--- config.mk ---
export PLATFORM = sky130hd
export DESIGN_NAME = bmc_swap_regs
export DESIGN_NICKNAME = d
export VERILOG_FILES = /design/src/bmc_swap_regs.v
export VERILOG_INCLUDE_DIRS = /design/src
export SDC_FILE = /design/constraint.sdc
export NUM_CORES = 1
export LEC_CHECK = 0
export BUFFER_PORTS_ARGS = -buffer_cell sky130_fd_sc_hd__buf_2
export CAP_MARGIN = 40
export CORE_UTILIZATION = 35
export DETAILED_ROUTE_END_ITERATION = 7
export SLEW_MARGIN = 20
export SYNTH_ARGS = -nofsm -noshare
export SYNTH_HDL_FRONTEND = slang
export SYNTH_SLANG_ARGS = --single-unit
--- constraint.sdc ---
create_clock -name clock -period 12.8 [get_ports clock]
set_clock_uncertainty 0.05 [all_clocks]
set_input_delay 1.92 -clock clock [delete_from_list [all_inputs] [get_ports clock]]
set_output_delay 1.92 -clock clock [all_outputs]
set_load 0.02 [all_outputs]
--- src/bmc_consts.vh ---
`ifndef BMC_CONSTS_VH
`define BMC_CONSTS_VH

// register byte offsets
`define BMC_OFF_SWAP_NEW      8'h0C
`define BMC_OFF_SWAP_EXP      8'h10
`define BMC_OFF_SWAP_CTRL     8'h14
`define BMC_OFF_ROM_HDR       8'h18
`define BMC_OFF_BUS_SIG       8'h1C
`define BMC_OFF_IRQ_STATUS    8'h40
`define BMC_OFF_IRQ_MASK      8'h44
`define BMC_OFF_RES_BASE      8'h50

// swap control fields
`define BMC_DONE_BIT          31
`define BMC_SEL_HI            1
`define BMC_SEL_LO            0

// resource select codes
`define BMC_SEL_BUS_MGR       2'h0
`define BMC_SEL_BANDWIDTH     2'h1
`define BMC_SEL_CHAN_HI       2'h2
`define BMC_SEL_CHAN_LO       2'h3

// link-side selects: 0..3 are the resources
`define BMC_LSEL_ROM_HDR      3'h4
`define BMC_LSEL_BUS_SIG      3'h5

// reset values
`define BMC_RST_SWAP          32'h00000000
`define BMC_RST_ROM_HDR_HI    16'h0000
`define BMC_RST_ROM_HDR_LO    16'h0000
`define BMC_BUS_SIG_VALUE     32'h31333934
`define BMC_RST_RESOURCE      32'h00000000

// interrupt bits
`define BMC_IRQ_SWAP_DONE     0
`define BMC_IRQ_ROM_LOADED    1
`define BMC_IRQ_BITS          2

// axi responses
`define BMC_RESP_OKAY         2'h0
`define BMC_RESP_DECERR       2'h3

`endif

--- src/bmc_swap_regs.v ---
// Overview of operation
// [RULE_01] swap value register holds word written on success
// [RULE_02] expected register compared with selected resource
// [RULE_03] completion flag bit 31 set when swap finishes
// [RULE_04] any control write clears completion flag
// [RULE_05] two-bit select picks one of four resources
// [RULE_06] middle bits read zero; select resets zero
// [RULE_07] rom header is first configuration rom quadlet
// [RULE_08] host programs header fields before link enable
// [RULE_09] serial rom loads the rom check value field
// [RULE_10] header upper half resets to zero
// [RULE_11] bus signature register is constant, read-only
// [RULE_12] bus signature is first bus info quadlet
// [RULE_13] control write starts one atomic compare-swap
//
// Chosen here: the AXI4-Lite register port.
`timescale 1ns/1ps
`include "bmc_consts.vh"

module bmc_swap_regs #(
    parameter [31:0] RES_RESET = `BMC_RST_RESOURCE
) (
    input  wire        clock,
    input  wire        rst,
    // axi4-lite slave
    input  wire [7:0]  s_axi_awaddr,
    input  wire        s_axi_awvalid,
    output wire        s_axi_awready,
    input  wire [31:0] s_axi_wdata,
    input  wire [3:0]  s_axi_wstrb,
    input  wire        s_axi_wvalid,
    output wire        s_axi_wready,
    output reg  [1:0]  s_axi_bresp,
    output reg         s_axi_bvalid,
    input  wire        s_axi_bready,
    input  wire [7:0]  s_axi_araddr,
    input  wire        s_axi_arvalid,
    output wire        s_axi_arready,
    output reg  [31:0] s_axi_rdata,
    output reg  [1:0]  s_axi_rresp,
    output reg         s_axi_rvalid,
    input  wire        s_axi_rready,
    // serial-bus side access to resources and rom quadlets
    input  wire        linkReq,
    input  wire [2:0]  linkSel,
    input  wire        linkLock,
    input  wire [31:0] linkArg,
    input  wire [31:0] linkData,
    output reg         linkAck,
    output reg  [31:0] linkOld,
    // serial rom check value load
    input  wire        romCrcLoad,
    input  wire [15:0] romCrcValue,
    output wire        irq
);

    reg  [31:0] swapNewValue;
    reg  [31:0] swapExpValue;
    reg         swapComplete;
    reg  [1:0]  resourceSelect;
    reg  [31:0] romHeader;
    reg  [`BMC_IRQ_BITS-1:0] irqStatus;
    reg  [`BMC_IRQ_BITS-1:0] irqMask;
    reg  [31:0] resource [0:3];
    reg         swapPending;

    reg         awHeld;
    reg  [7:0]  awAddr;
    reg         wHeld;
    reg  [31:0] wData;
    reg  [3:0]  wStrb;

    wire        doWrite;
    wire        doRead;
    wire        ctrlWrite;
    wire        swapRun;
    wire        linkRun;
    wire [31:0] selValue;
    wire        swapHit;
    reg  [31:0] rdValue;
    reg         rdMapped;
    reg         wrMapped;
    wire [7:0]  wrWord;
    wire [7:0]  rdWord;
    wire        hitNew;
    wire        hitExp;
    wire        hitCtrl;
    wire        hitRom;
    wire        hitStatus;
    wire        hitMask;

    function [31:0] merge;
        input [31:0] old;
        input [31:0] nw;
        input [3:0]  strb;
        integer      b;
        begin
            merge = old;
            for (b = 0; b < 4; b = b + 1) begin
                if (strb[b]) begin
                    merge[b*8 +: 8] = nw[b*8 +: 8];
                end
            end
        end
    endfunction

    // write channel: address and data taken in either order, held until response
    assign s_axi_awready = !awHeld && !s_axi_bvalid;
    assign s_axi_wready  = !wHeld && !s_axi_bvalid;
    assign doWrite       = awHeld && wHeld && !s_axi_bvalid;

    always @(posedge clock or posedge rst) begin
        if (rst) begin
            awHeld <= 1'b0;
            awAddr <= 8'h00;
            wHeld  <= 1'b0;
            wData  <= 32'h00000000;
            wStrb  <= 4'h0;
        end else begin
            if (s_axi_awvalid && s_axi_awready) begin
                awHeld <= 1'b1;
                awAddr <= s_axi_awaddr;
            end else if (doWrite) begin
                awHeld <= 1'b0;
            end
            if (s_axi_wvalid && s_axi_wready) begin
                wHeld <= 1'b1;
                wData <= s_axi_wdata;
                wStrb <= s_axi_wstrb;
            end else if (doWrite) begin
                wHeld <= 1'b0;
            end
        end
    end

    // write decode on the held word address; the two low address bits are ignored
    assign wrWord    = {awAddr[7:2], 2'b00};
    assign hitNew    = (wrWord == `BMC_OFF_SWAP_NEW);
    assign hitExp    = (wrWord == `BMC_OFF_SWAP_EXP);
    assign hitCtrl   = (wrWord == `BMC_OFF_SWAP_CTRL);
    assign hitRom    = (wrWord == `BMC_OFF_ROM_HDR);
    assign hitStatus = (wrWord == `BMC_OFF_IRQ_STATUS);
    assign hitMask   = (wrWord == `BMC_OFF_IRQ_MASK);

    always @* begin
        case (wrWord)
            `BMC_OFF_SWAP_NEW,
            `BMC_OFF_SWAP_EXP,
            `BMC_OFF_SWAP_CTRL,
            `BMC_OFF_ROM_HDR,
            `BMC_OFF_BUS_SIG,
            `BMC_OFF_IRQ_STATUS,
            `BMC_OFF_IRQ_MASK: wrMapped = 1'b1;
            default:           wrMapped = 1'b0;
        endcase
    end

    always @(posedge clock or posedge rst) begin
        if (rst) begin
            s_axi_bvalid <= 1'b0;
            s_axi_bresp  <= `BMC_RESP_OKAY;
        end else if (doWrite) begin
            s_axi_bvalid <= 1'b1;
            s_axi_bresp  <= wrMapped ? `BMC_RESP_OKAY : `BMC_RESP_DECERR;
        end else if (s_axi_bready) begin
            s_axi_bvalid <= 1'b0;
        end
    end

    assign ctrlWrite = doWrite && hitCtrl;

    // host swap runs the cycle after the control write; the link waits that
    // cycle so a resource is never read and written by both in one go
    assign swapRun  = swapPending;
    assign linkRun  = linkReq && !swapPending && !linkAck;
    assign selValue = resource[resourceSelect];
    assign swapHit  = (selValue == swapExpValue);                          // [RULE_02]

    always @(posedge clock or posedge rst) begin
        if (rst) begin
            swapPending <= 1'b0;
        end else begin
            swapPending <= ctrlWrite;                                      // [RULE_13]
        end
    end

    // operands are host-loaded; a swap reads them and never alters them
    always @(posedge clock or posedge rst) begin
        if (rst) begin
            swapNewValue <= `BMC_RST_SWAP;
        end else if (doWrite && hitNew) begin
            swapNewValue <= merge(swapNewValue, wData, wStrb);
        end
    end

    always @(posedge clock or posedge rst) begin
        if (rst) begin
            swapExpValue <= `BMC_RST_SWAP;
        end else if (doWrite && hitExp) begin
            swapExpValue <= merge(swapExpValue, wData, wStrb);
        end
    end

    // the select sits in the low byte lane; a write without that lane leaves it
    always @(posedge clock or posedge rst) begin
        if (rst) begin
            resourceSelect <= `BMC_SEL_BUS_MGR;                            // [RULE_06]
        end else if (ctrlWrite && wStrb[0]) begin
            resourceSelect <= wData[`BMC_SEL_HI:`BMC_SEL_LO];              // [RULE_05]
        end
    end

    // the rom load lands after a same-cycle host write to the field
    always @(posedge clock or posedge rst) begin
        if (rst) begin
            romHeader <= {`BMC_RST_ROM_HDR_HI, `BMC_RST_ROM_HDR_LO};       // [RULE_10]
        end else begin
            if (doWrite && hitRom) begin
                romHeader <= merge(romHeader, wData, wStrb);
            end
            if (romCrcLoad) begin
                romHeader[15:0] <= romCrcValue;                            // [RULE_09]
            end
        end
    end

    // mask bits live in the low byte lane as well
    always @(posedge clock or posedge rst) begin
        if (rst) begin
            irqMask <= {`BMC_IRQ_BITS{1'b0}};
        end else if (doWrite && hitMask && wStrb[0]) begin
            irqMask <= wData[`BMC_IRQ_BITS-1:0];
        end
    end

    // completion flag: set by the finishing swap wins over the clearing write
    always @(posedge clock or posedge rst) begin
        if (rst) begin
            swapComplete <= 1'b0;
        end else if (swapRun) begin
            swapComplete <= 1'b1;                                          // [RULE_03]
        end else if (ctrlWrite) begin
            swapComplete <= 1'b0;                                          // [RULE_04]
        end
    end

    // resources: one writer per cycle keeps each compare-swap atomic
    genvar gi;
    generate
        for (gi = 0; gi < 4; gi = gi + 1) begin : resReg
            always @(posedge clock or posedge rst) begin
                if (rst) begin
                    resource[gi] <= RES_RESET;
                end else if (swapRun && swapHit && resourceSelect == gi) begin
                    resource[gi] <= swapNewValue;                          // [RULE_01]
                end else if (linkRun && linkLock && linkSel == gi
                             && resource[gi] == linkArg) begin
                    resource[gi] <= linkData;                              // [RULE_13]
                end
            end
        end
    endgenerate

    // link side answers one cycle after its request is taken
    always @(posedge clock or posedge rst) begin
        if (rst) begin
            linkAck <= 1'b0;
        end else begin
            linkAck <= linkRun;
        end
    end

    // the old value stands until the next acknowledge replaces it
    always @(posedge clock or posedge rst) begin
        if (rst) begin
            linkOld <= 32'h00000000;
        end else if (linkRun) begin
            case (linkSel)
                `BMC_LSEL_ROM_HDR: linkOld <= romHeader;                   // [RULE_07]
                `BMC_LSEL_BUS_SIG: linkOld <= `BMC_BUS_SIG_VALUE;          // [RULE_12]
                3'h0, 3'h1, 3'h2, 3'h3: linkOld <= resource[linkSel[1:0]];
                default:           linkOld <= 32'h00000000;
            endcase
        end
    end

    // sticky interrupt status, write one to clear, set wins
    always @(posedge clock or posedge rst) begin
        if (rst) begin
            irqStatus <= {`BMC_IRQ_BITS{1'b0}};
        end else begin
            if (doWrite && hitStatus && wStrb[0]) begin
                irqStatus <= irqStatus & ~wData[`BMC_IRQ_BITS-1:0];
            end
            if (swapRun) begin
                irqStatus[`BMC_IRQ_SWAP_DONE] <= 1'b1;
            end
            if (romCrcLoad) begin
                irqStatus[`BMC_IRQ_ROM_LOADED] <= 1'b1;
            end
        end
    end

    assign irq = |(irqStatus & irqMask);

    // read channel
    assign s_axi_arready = !s_axi_rvalid;
    assign doRead        = s_axi_arvalid && s_axi_arready;
    assign rdWord        = {s_axi_araddr[7:2], 2'b00};

    always @* begin
        rdValue  = 32'h00000000;
        rdMapped = 1'b1;
        case (rdWord)
            `BMC_OFF_SWAP_NEW:   rdValue = swapNewValue;
            `BMC_OFF_SWAP_EXP:   rdValue = swapExpValue;
            `BMC_OFF_SWAP_CTRL:
                rdValue = {swapComplete, 29'h00000000, resourceSelect};    // [RULE_06]
            `BMC_OFF_ROM_HDR:    rdValue = romHeader;
            `BMC_OFF_BUS_SIG:    rdValue = `BMC_BUS_SIG_VALUE;             // [RULE_11]
            `BMC_OFF_IRQ_STATUS: rdValue = {30'h00000000, irqStatus};
            `BMC_OFF_IRQ_MASK:   rdValue = {30'h00000000, irqMask};
            // resources are read-only to the host; only a swap changes them
            `BMC_OFF_RES_BASE:   rdValue = resource[0];
            `BMC_OFF_RES_BASE + 8'h04: rdValue = resource[1];
            `BMC_OFF_RES_BASE + 8'h08: rdValue = resource[2];
            `BMC_OFF_RES_BASE + 8'h0C: rdValue = resource[3];
            default:             rdMapped = 1'b0;
        endcase
    end

    always @(posedge clock or posedge rst) begin
        if (rst) begin
            s_axi_rvalid <= 1'b0;
            s_axi_rdata  <= 32'h00000000;
            s_axi_rresp  <= `BMC_RESP_OKAY;
        end else if (doRead) begin
            s_axi_rvalid <= 1'b1;
            s_axi_rdata  <= rdValue;
            s_axi_rresp  <= rdMapped ? `BMC_RESP_OKAY : `BMC_RESP_DECERR;
        end else if (s_axi_rready) begin
            s_axi_rvalid <= 1'b0;
        end
    end

endmodule

# Word level (Yosys, flattened, before mapping)
# Cells that the tools add are included.
[word_totals]
elab_cells = 178
reg_bits = 349
[classes]
n_reduce_logical = 70
muxes = 36
bitwise_logic = 5
n_eq_ne = 31
magnitude_cmp = 2
[op_table]
columns = ["op", "count"]
rows = [
  ["two-way mux 32 bit", 12],
  ["case mux 32 bit (11 select lines)", 1],
  ["equality test 32 bit", 5],
  ["binary-select mux 32 bit (select 2 bit)", 2],
  ["case mux 32 bit (3 select lines)", 1],
  ["equality test 6 x 3 -> 1 bit, second input constant", 8],
  ["equality test 6 x 5 -> 1 bit, second input constant", 8],
  ["logical AND 1 bit", 32],
  ["two-way mux 16 bit", 2],
  ["nonzero test 2 bit", 14],
  ["AND reduction 2 bit", 12],
  ["two-way mux 8 bit", 2],
  ["two-way mux 1 bit", 13],
  ["equality test 6 x 2 -> 1 bit, second input constant", 2],
  ["OR reduction 11 bit", 1],
  ["OR reduction 7 bit", 1],
  ["equality test 3 x 2 -> 1 bit, second input constant", 2],
  ["equality test 3 bit, second input constant", 2],
  [">= comparator 3 bit, second input constant", 2],
  ["logical NOT 1 bit", 6],
  ["two-way mux 2 bit", 3],
  ["inverter 2 -> 3 bit", 2],
  ["AND 2 bit", 2],
  ["equality test 2 bit, second input constant", 2],
  ["other kinds (7)", 7],
]

# Logic depth before layout (Yosys ltp)
[depth]
ltp_word = 8
ltp_mapped = 10

# Least setup slack after synthesis
# No wires, ideal clock.
[synth_timing]
kind = "in2reg"
from = "input port linkArg[10]"
to = "register resource[32] (netlist bit)"
arrival_time_ns = 3.936
setup_slack_ns = 8.689
cell_stages = 9
path_cell_list = "clkbuf_1 xnor2_1 nand4_1 nor4_1 and4_1 clkbuf_1 clkbuf_1 mux2_2 mux2_4"
[synth_via]
elab_chain_cells = 3
[synth_lines]
columns = ["element", "line_no", "text"]
rows = [
  ["start, declared", "bmc_swap_regs.v:47", "input wire [31:0] linkArg,"],
  ["equality test 32 bit", "bmc_swap_regs.v:257", "&& resource[gi] == linkArg) begin"],
  ["logical AND 1 bit", "bmc_swap_regs.v:257", ""],
  ["nonzero test 2 bit (no source line)", "n/a", ""],
  ["end signal, assigned by index", "bmc_swap_regs.v:255", "resource[gi] <= swapNewValue;"],
  ["end signal, assigned by index", "bmc_swap_regs.v:258", "resource[gi] <= linkData;"],
  ["end, declared", "bmc_swap_regs.v:64", "reg [31:0] resource [0:3];"],
]
# Every way passes these cells.
# A chain may end at the register's enable or synchronous reset.

# Worst setup path in the final report
[layout_timing]
from = "input port linkReq"
to = "register resource[13] (netlist bit)"
[layout_via]
elab_chain_cells = 6
[layout_lines]
columns = ["element", "line_no", "text"]
rows = [
  ["start, declared", "bmc_swap_regs.v:44", "input wire linkReq,"],
  ["logical AND 1 bit (2 in a row)", "bmc_swap_regs.v:175", "assign linkRun = linkReq && !swapPending && !linkAck;"],
  ["logical AND 1 bit (2 in a row)", "bmc_swap_regs.v:256", "end else if (linkRun && linkLock && linkSel == gi"],
  ["logical AND 1 bit", "bmc_swap_regs.v:257", ""],
  ["nonzero test 2 bit (no source line)", "n/a", ""],
]
# Every way passes these cells.

==> results.cfg <==
[place]
place_inst = 2550
hpwlAfterDp_um = 52160
gp_congestion = 0.9676
dpl_cell_area_sq_mm = 0.02251
place_ws_ns = 7.255
port-buffer-count = 215

[cts]
clkLatencyLatePin_ns = 0.58
clk_pin_slew_ns = 0.06
post_cts_resize_count = 0
cts_buffers = 41
cts_sinks = 345
hold_buffers = 0
clockRootBuffer = clkbuf_16
cts_tree = done
post-cts-setup-buffer-count = 0
clockBufferDepth = 3
htree_levels = 2

[timing]
tightestPinTransition_ns = 1.112
rsz0062_at_grt = no
slew_headroom_pct = 25.85
hold_viol = 0
finalCritPeriodShare_pct = 39.37
fin_crit_ns = 5.040
max_freq_mhz = 198.4
setup_violations = 0
worst_slack_ns = 7.760
tns_ns = 0
drv_slew = 0

[final_layout]
nets = 1977
fin_util_pct = 41.40
stdcell_count = 2643
areaGrowthSynthToFinish_pct = 16.19
design_area_sq_mm = 0.02402
drive_gt1_share_pct = 42.27

[worst_setup_path]
start_kind = input pin
arrival_ns = 5.44
cp_data_required_time_ns = 13.20
criticalPathCategory = input pin to register
worst_setup_path_end_kind = register
crit_fanout = 66
reg2reg_slack_ns = 8.00

[global_routing]
grt_overflow = 0
grt.met2_usage_pct = 38.90
grt_pass1_vias = 15879
grt.met1_usage_pct = 33.34
grt_antenna_before_repair = 22
use_met3_pct = 5.325
grt_max_degree = 169
grt_pass1_wl_um = 110300
grt_usage_pct = 24.99
busiest_layer = met2

[status]
violations = DRC
status = complete, but fails checks

[drt]
viasPerCell = 5.942
drt-total-wl_um = 75280
vias = 15705
routedWlPerCell_um = 28.48
drc = 9
drt_iter0_drc = 1808
drt_pass1_iterations = 8
antenna_left = 0

[pwr]
p_sw_share_pct = 32.60
powerDensity_mw_per_mm2 = 148.0
p_clk_share_pct = 34.8
p_leak_nw = 11.18
power_switching_w = 0.001159
seqPwrFrac_pct = 43.3
peakVddDrop_v = 0.00007417
internal_power_w = 0.002396
power_frac_comb_pct = 21.9

[synth]
netlist_area_sq_mm = 0.02067
synth_cell_types = 60
yosysTopAreaCellShare_pct = 41.76
synth_area_per_cell_sq_um = 12.34
synthFlopType = dfrtp_1
async_flop_share_pct = 100.0
synth_edf_count = 0
yosys.area.top_type = dfrtp_1
syn-instance-count = 1675
yosysWarnings = 0
synth_nets = 1820
ys_seq_elements = 345
synth_area_leaders = dfrtp_1, mux2_2, mux2_4
ys_seq_area_share_pct = 41.76

[floorplan]
initial_core_util_pct = 35.63
core_sq_mm = 0.05803
die_w_um = 245.0
ios = 220
num_rows = 88
die_h_um = 245.0
die-area_sq_mm = 0.06005

[min_path]
hold_path.class = register to register

[flow_run]
cap_violations = 0
## placed cells by master, fill, tap and decap left out, drive strengths merged, types with 7 or more instances in the layout
cell      n
a222oi   28
nor3     10
nand3    18
mux2i    43
o31a     13
nor4     13
xor2     24
xnor2   132
a22oi    34
a21o     32
inv      13
mux2    406
nor2     66
a22o     24
o21ai    35
a21oi    69
nand4    34
nand2    62
diode    14
mux4     58
buf     253
a221oi   17
dfrtp   345
clkbuf   63
clkinv    7
## per-layer routing
layer	part of all wire, %	routed length, um
met5	0.16	120
met4	4.3	3250
met3	7.9	5969
met2	46	34270
met1	42	31660
## area by class of cell
cell class                      instances  area [sq um]
Fill cell                            5402         34000
Multi-Input combinational cell       1178         11400
Sequential cell                       345          8636
Timing Repair Buffer                  255          1519
Clock buffer                           61          1244
Tap cell                              765         957.2
Clock inverter                         14         180.2
Inverter                               11         48.80
Antenna cell                           14         35.03
## stage by stage
step	total power, W	hold WS, ns
detailed placement	0.002325	0.3908
floorplan	0.002025	0.4126
CTS	0.003571	0.4016
global route	0.003711	0.4321
global placement	0.002298	0.3914
finish	0.003556	0.3998
## power by group through the flow
| stage | logic, W | clock network [W] | registers, W |
|---|---|---|---|
| 6_report | 0.000779 | 0.00124 | 0.00154 |
| 5_1_grt | 0.000839 | 0.00130 | 0.00157 |
| 4_1_cts | 0.000779 | 0.00126 | 0.00153 |
| 3_5_place_dp | 0.000774 | 0 | 0.00155 |
| 3_3_place_gp | 0.000759 | 0 | 0.00154 |
| 2_1_floorplan | 0.000552 | 0 | 0.00147 |
## worst paths after layout
check / end / start / cells past startpoint
max: resource[13] / linkReq / 9
min: linkAck / linkAck / 1
max reg2reg: resource[51] / resourceSelect[0] / 8
min reg2reg: linkAck / linkAck / 1
max in group asynchronous: resource[67] / rst / 5
min in group asynchronous: s_axi_rdata[1] / rst / 2
## critical path, stage by stage
cell     delay [ns]
buf_2          0.07
nor3b_2        0.17
buf_4          0.66
nand4_1        0.23
nor4_1         0.49
nand3_2        0.76
buf_4          0.51
mux2_2         0.31
mux2_4         0.25
## Yosys cell counts (all sizes together) (2+ instances only)
master,number
a21oi,69
xnor2,132
a22o,24
inv,11
a22oi,34
nand2b,6
nor4,13
nand3,18
o22ai,3
o2111ai,2
and2,6
a21o,32
o31a,13
a222oi,28
mux2,406
nand2,62
nor4b,2
o32ai,2
nor2b,3
o21ai,35
or4b,2
and4,2
or3,3
xor2,24
a2111oi,5
and3,5
nor2,66
mux2i,43
a221oi,17
nor3,10
dfrtp,345
mux4,58
o211ai,2
nor3b,3
nand3b,2
nand4,34
clkbuf,107
buf,34
## sequential cells by signal, indices dropped and copies added, names as in the netlist, 2 cells and up
| name | count |
|---|---|
| s_axi_rdata | 32 |
| swapExpValue | 32 |
| irqMask | 2 |
| romHeader | 32 |
| irqStatus | 2 |
| awAddr | 6 |
| swapNewValue | 32 |
| resource | 128 |
| wData | 32 |
| resourceSelect | 2 |
| wStrb | 4 |
| linkOld | 32 |
## cells by family after synthesis
group	count (synthesis)	share of synthesized area (%)
and+or+nand+nor	241	6.016
buffers and inverters	152	3.353
AOI/OAI and AO/OA	274	9.538
DFF	345	41.76
xor gates and xnor gates	156	6.609
muxes	507	32.73
Note: power is estimated with default switching activity, not from simulation.
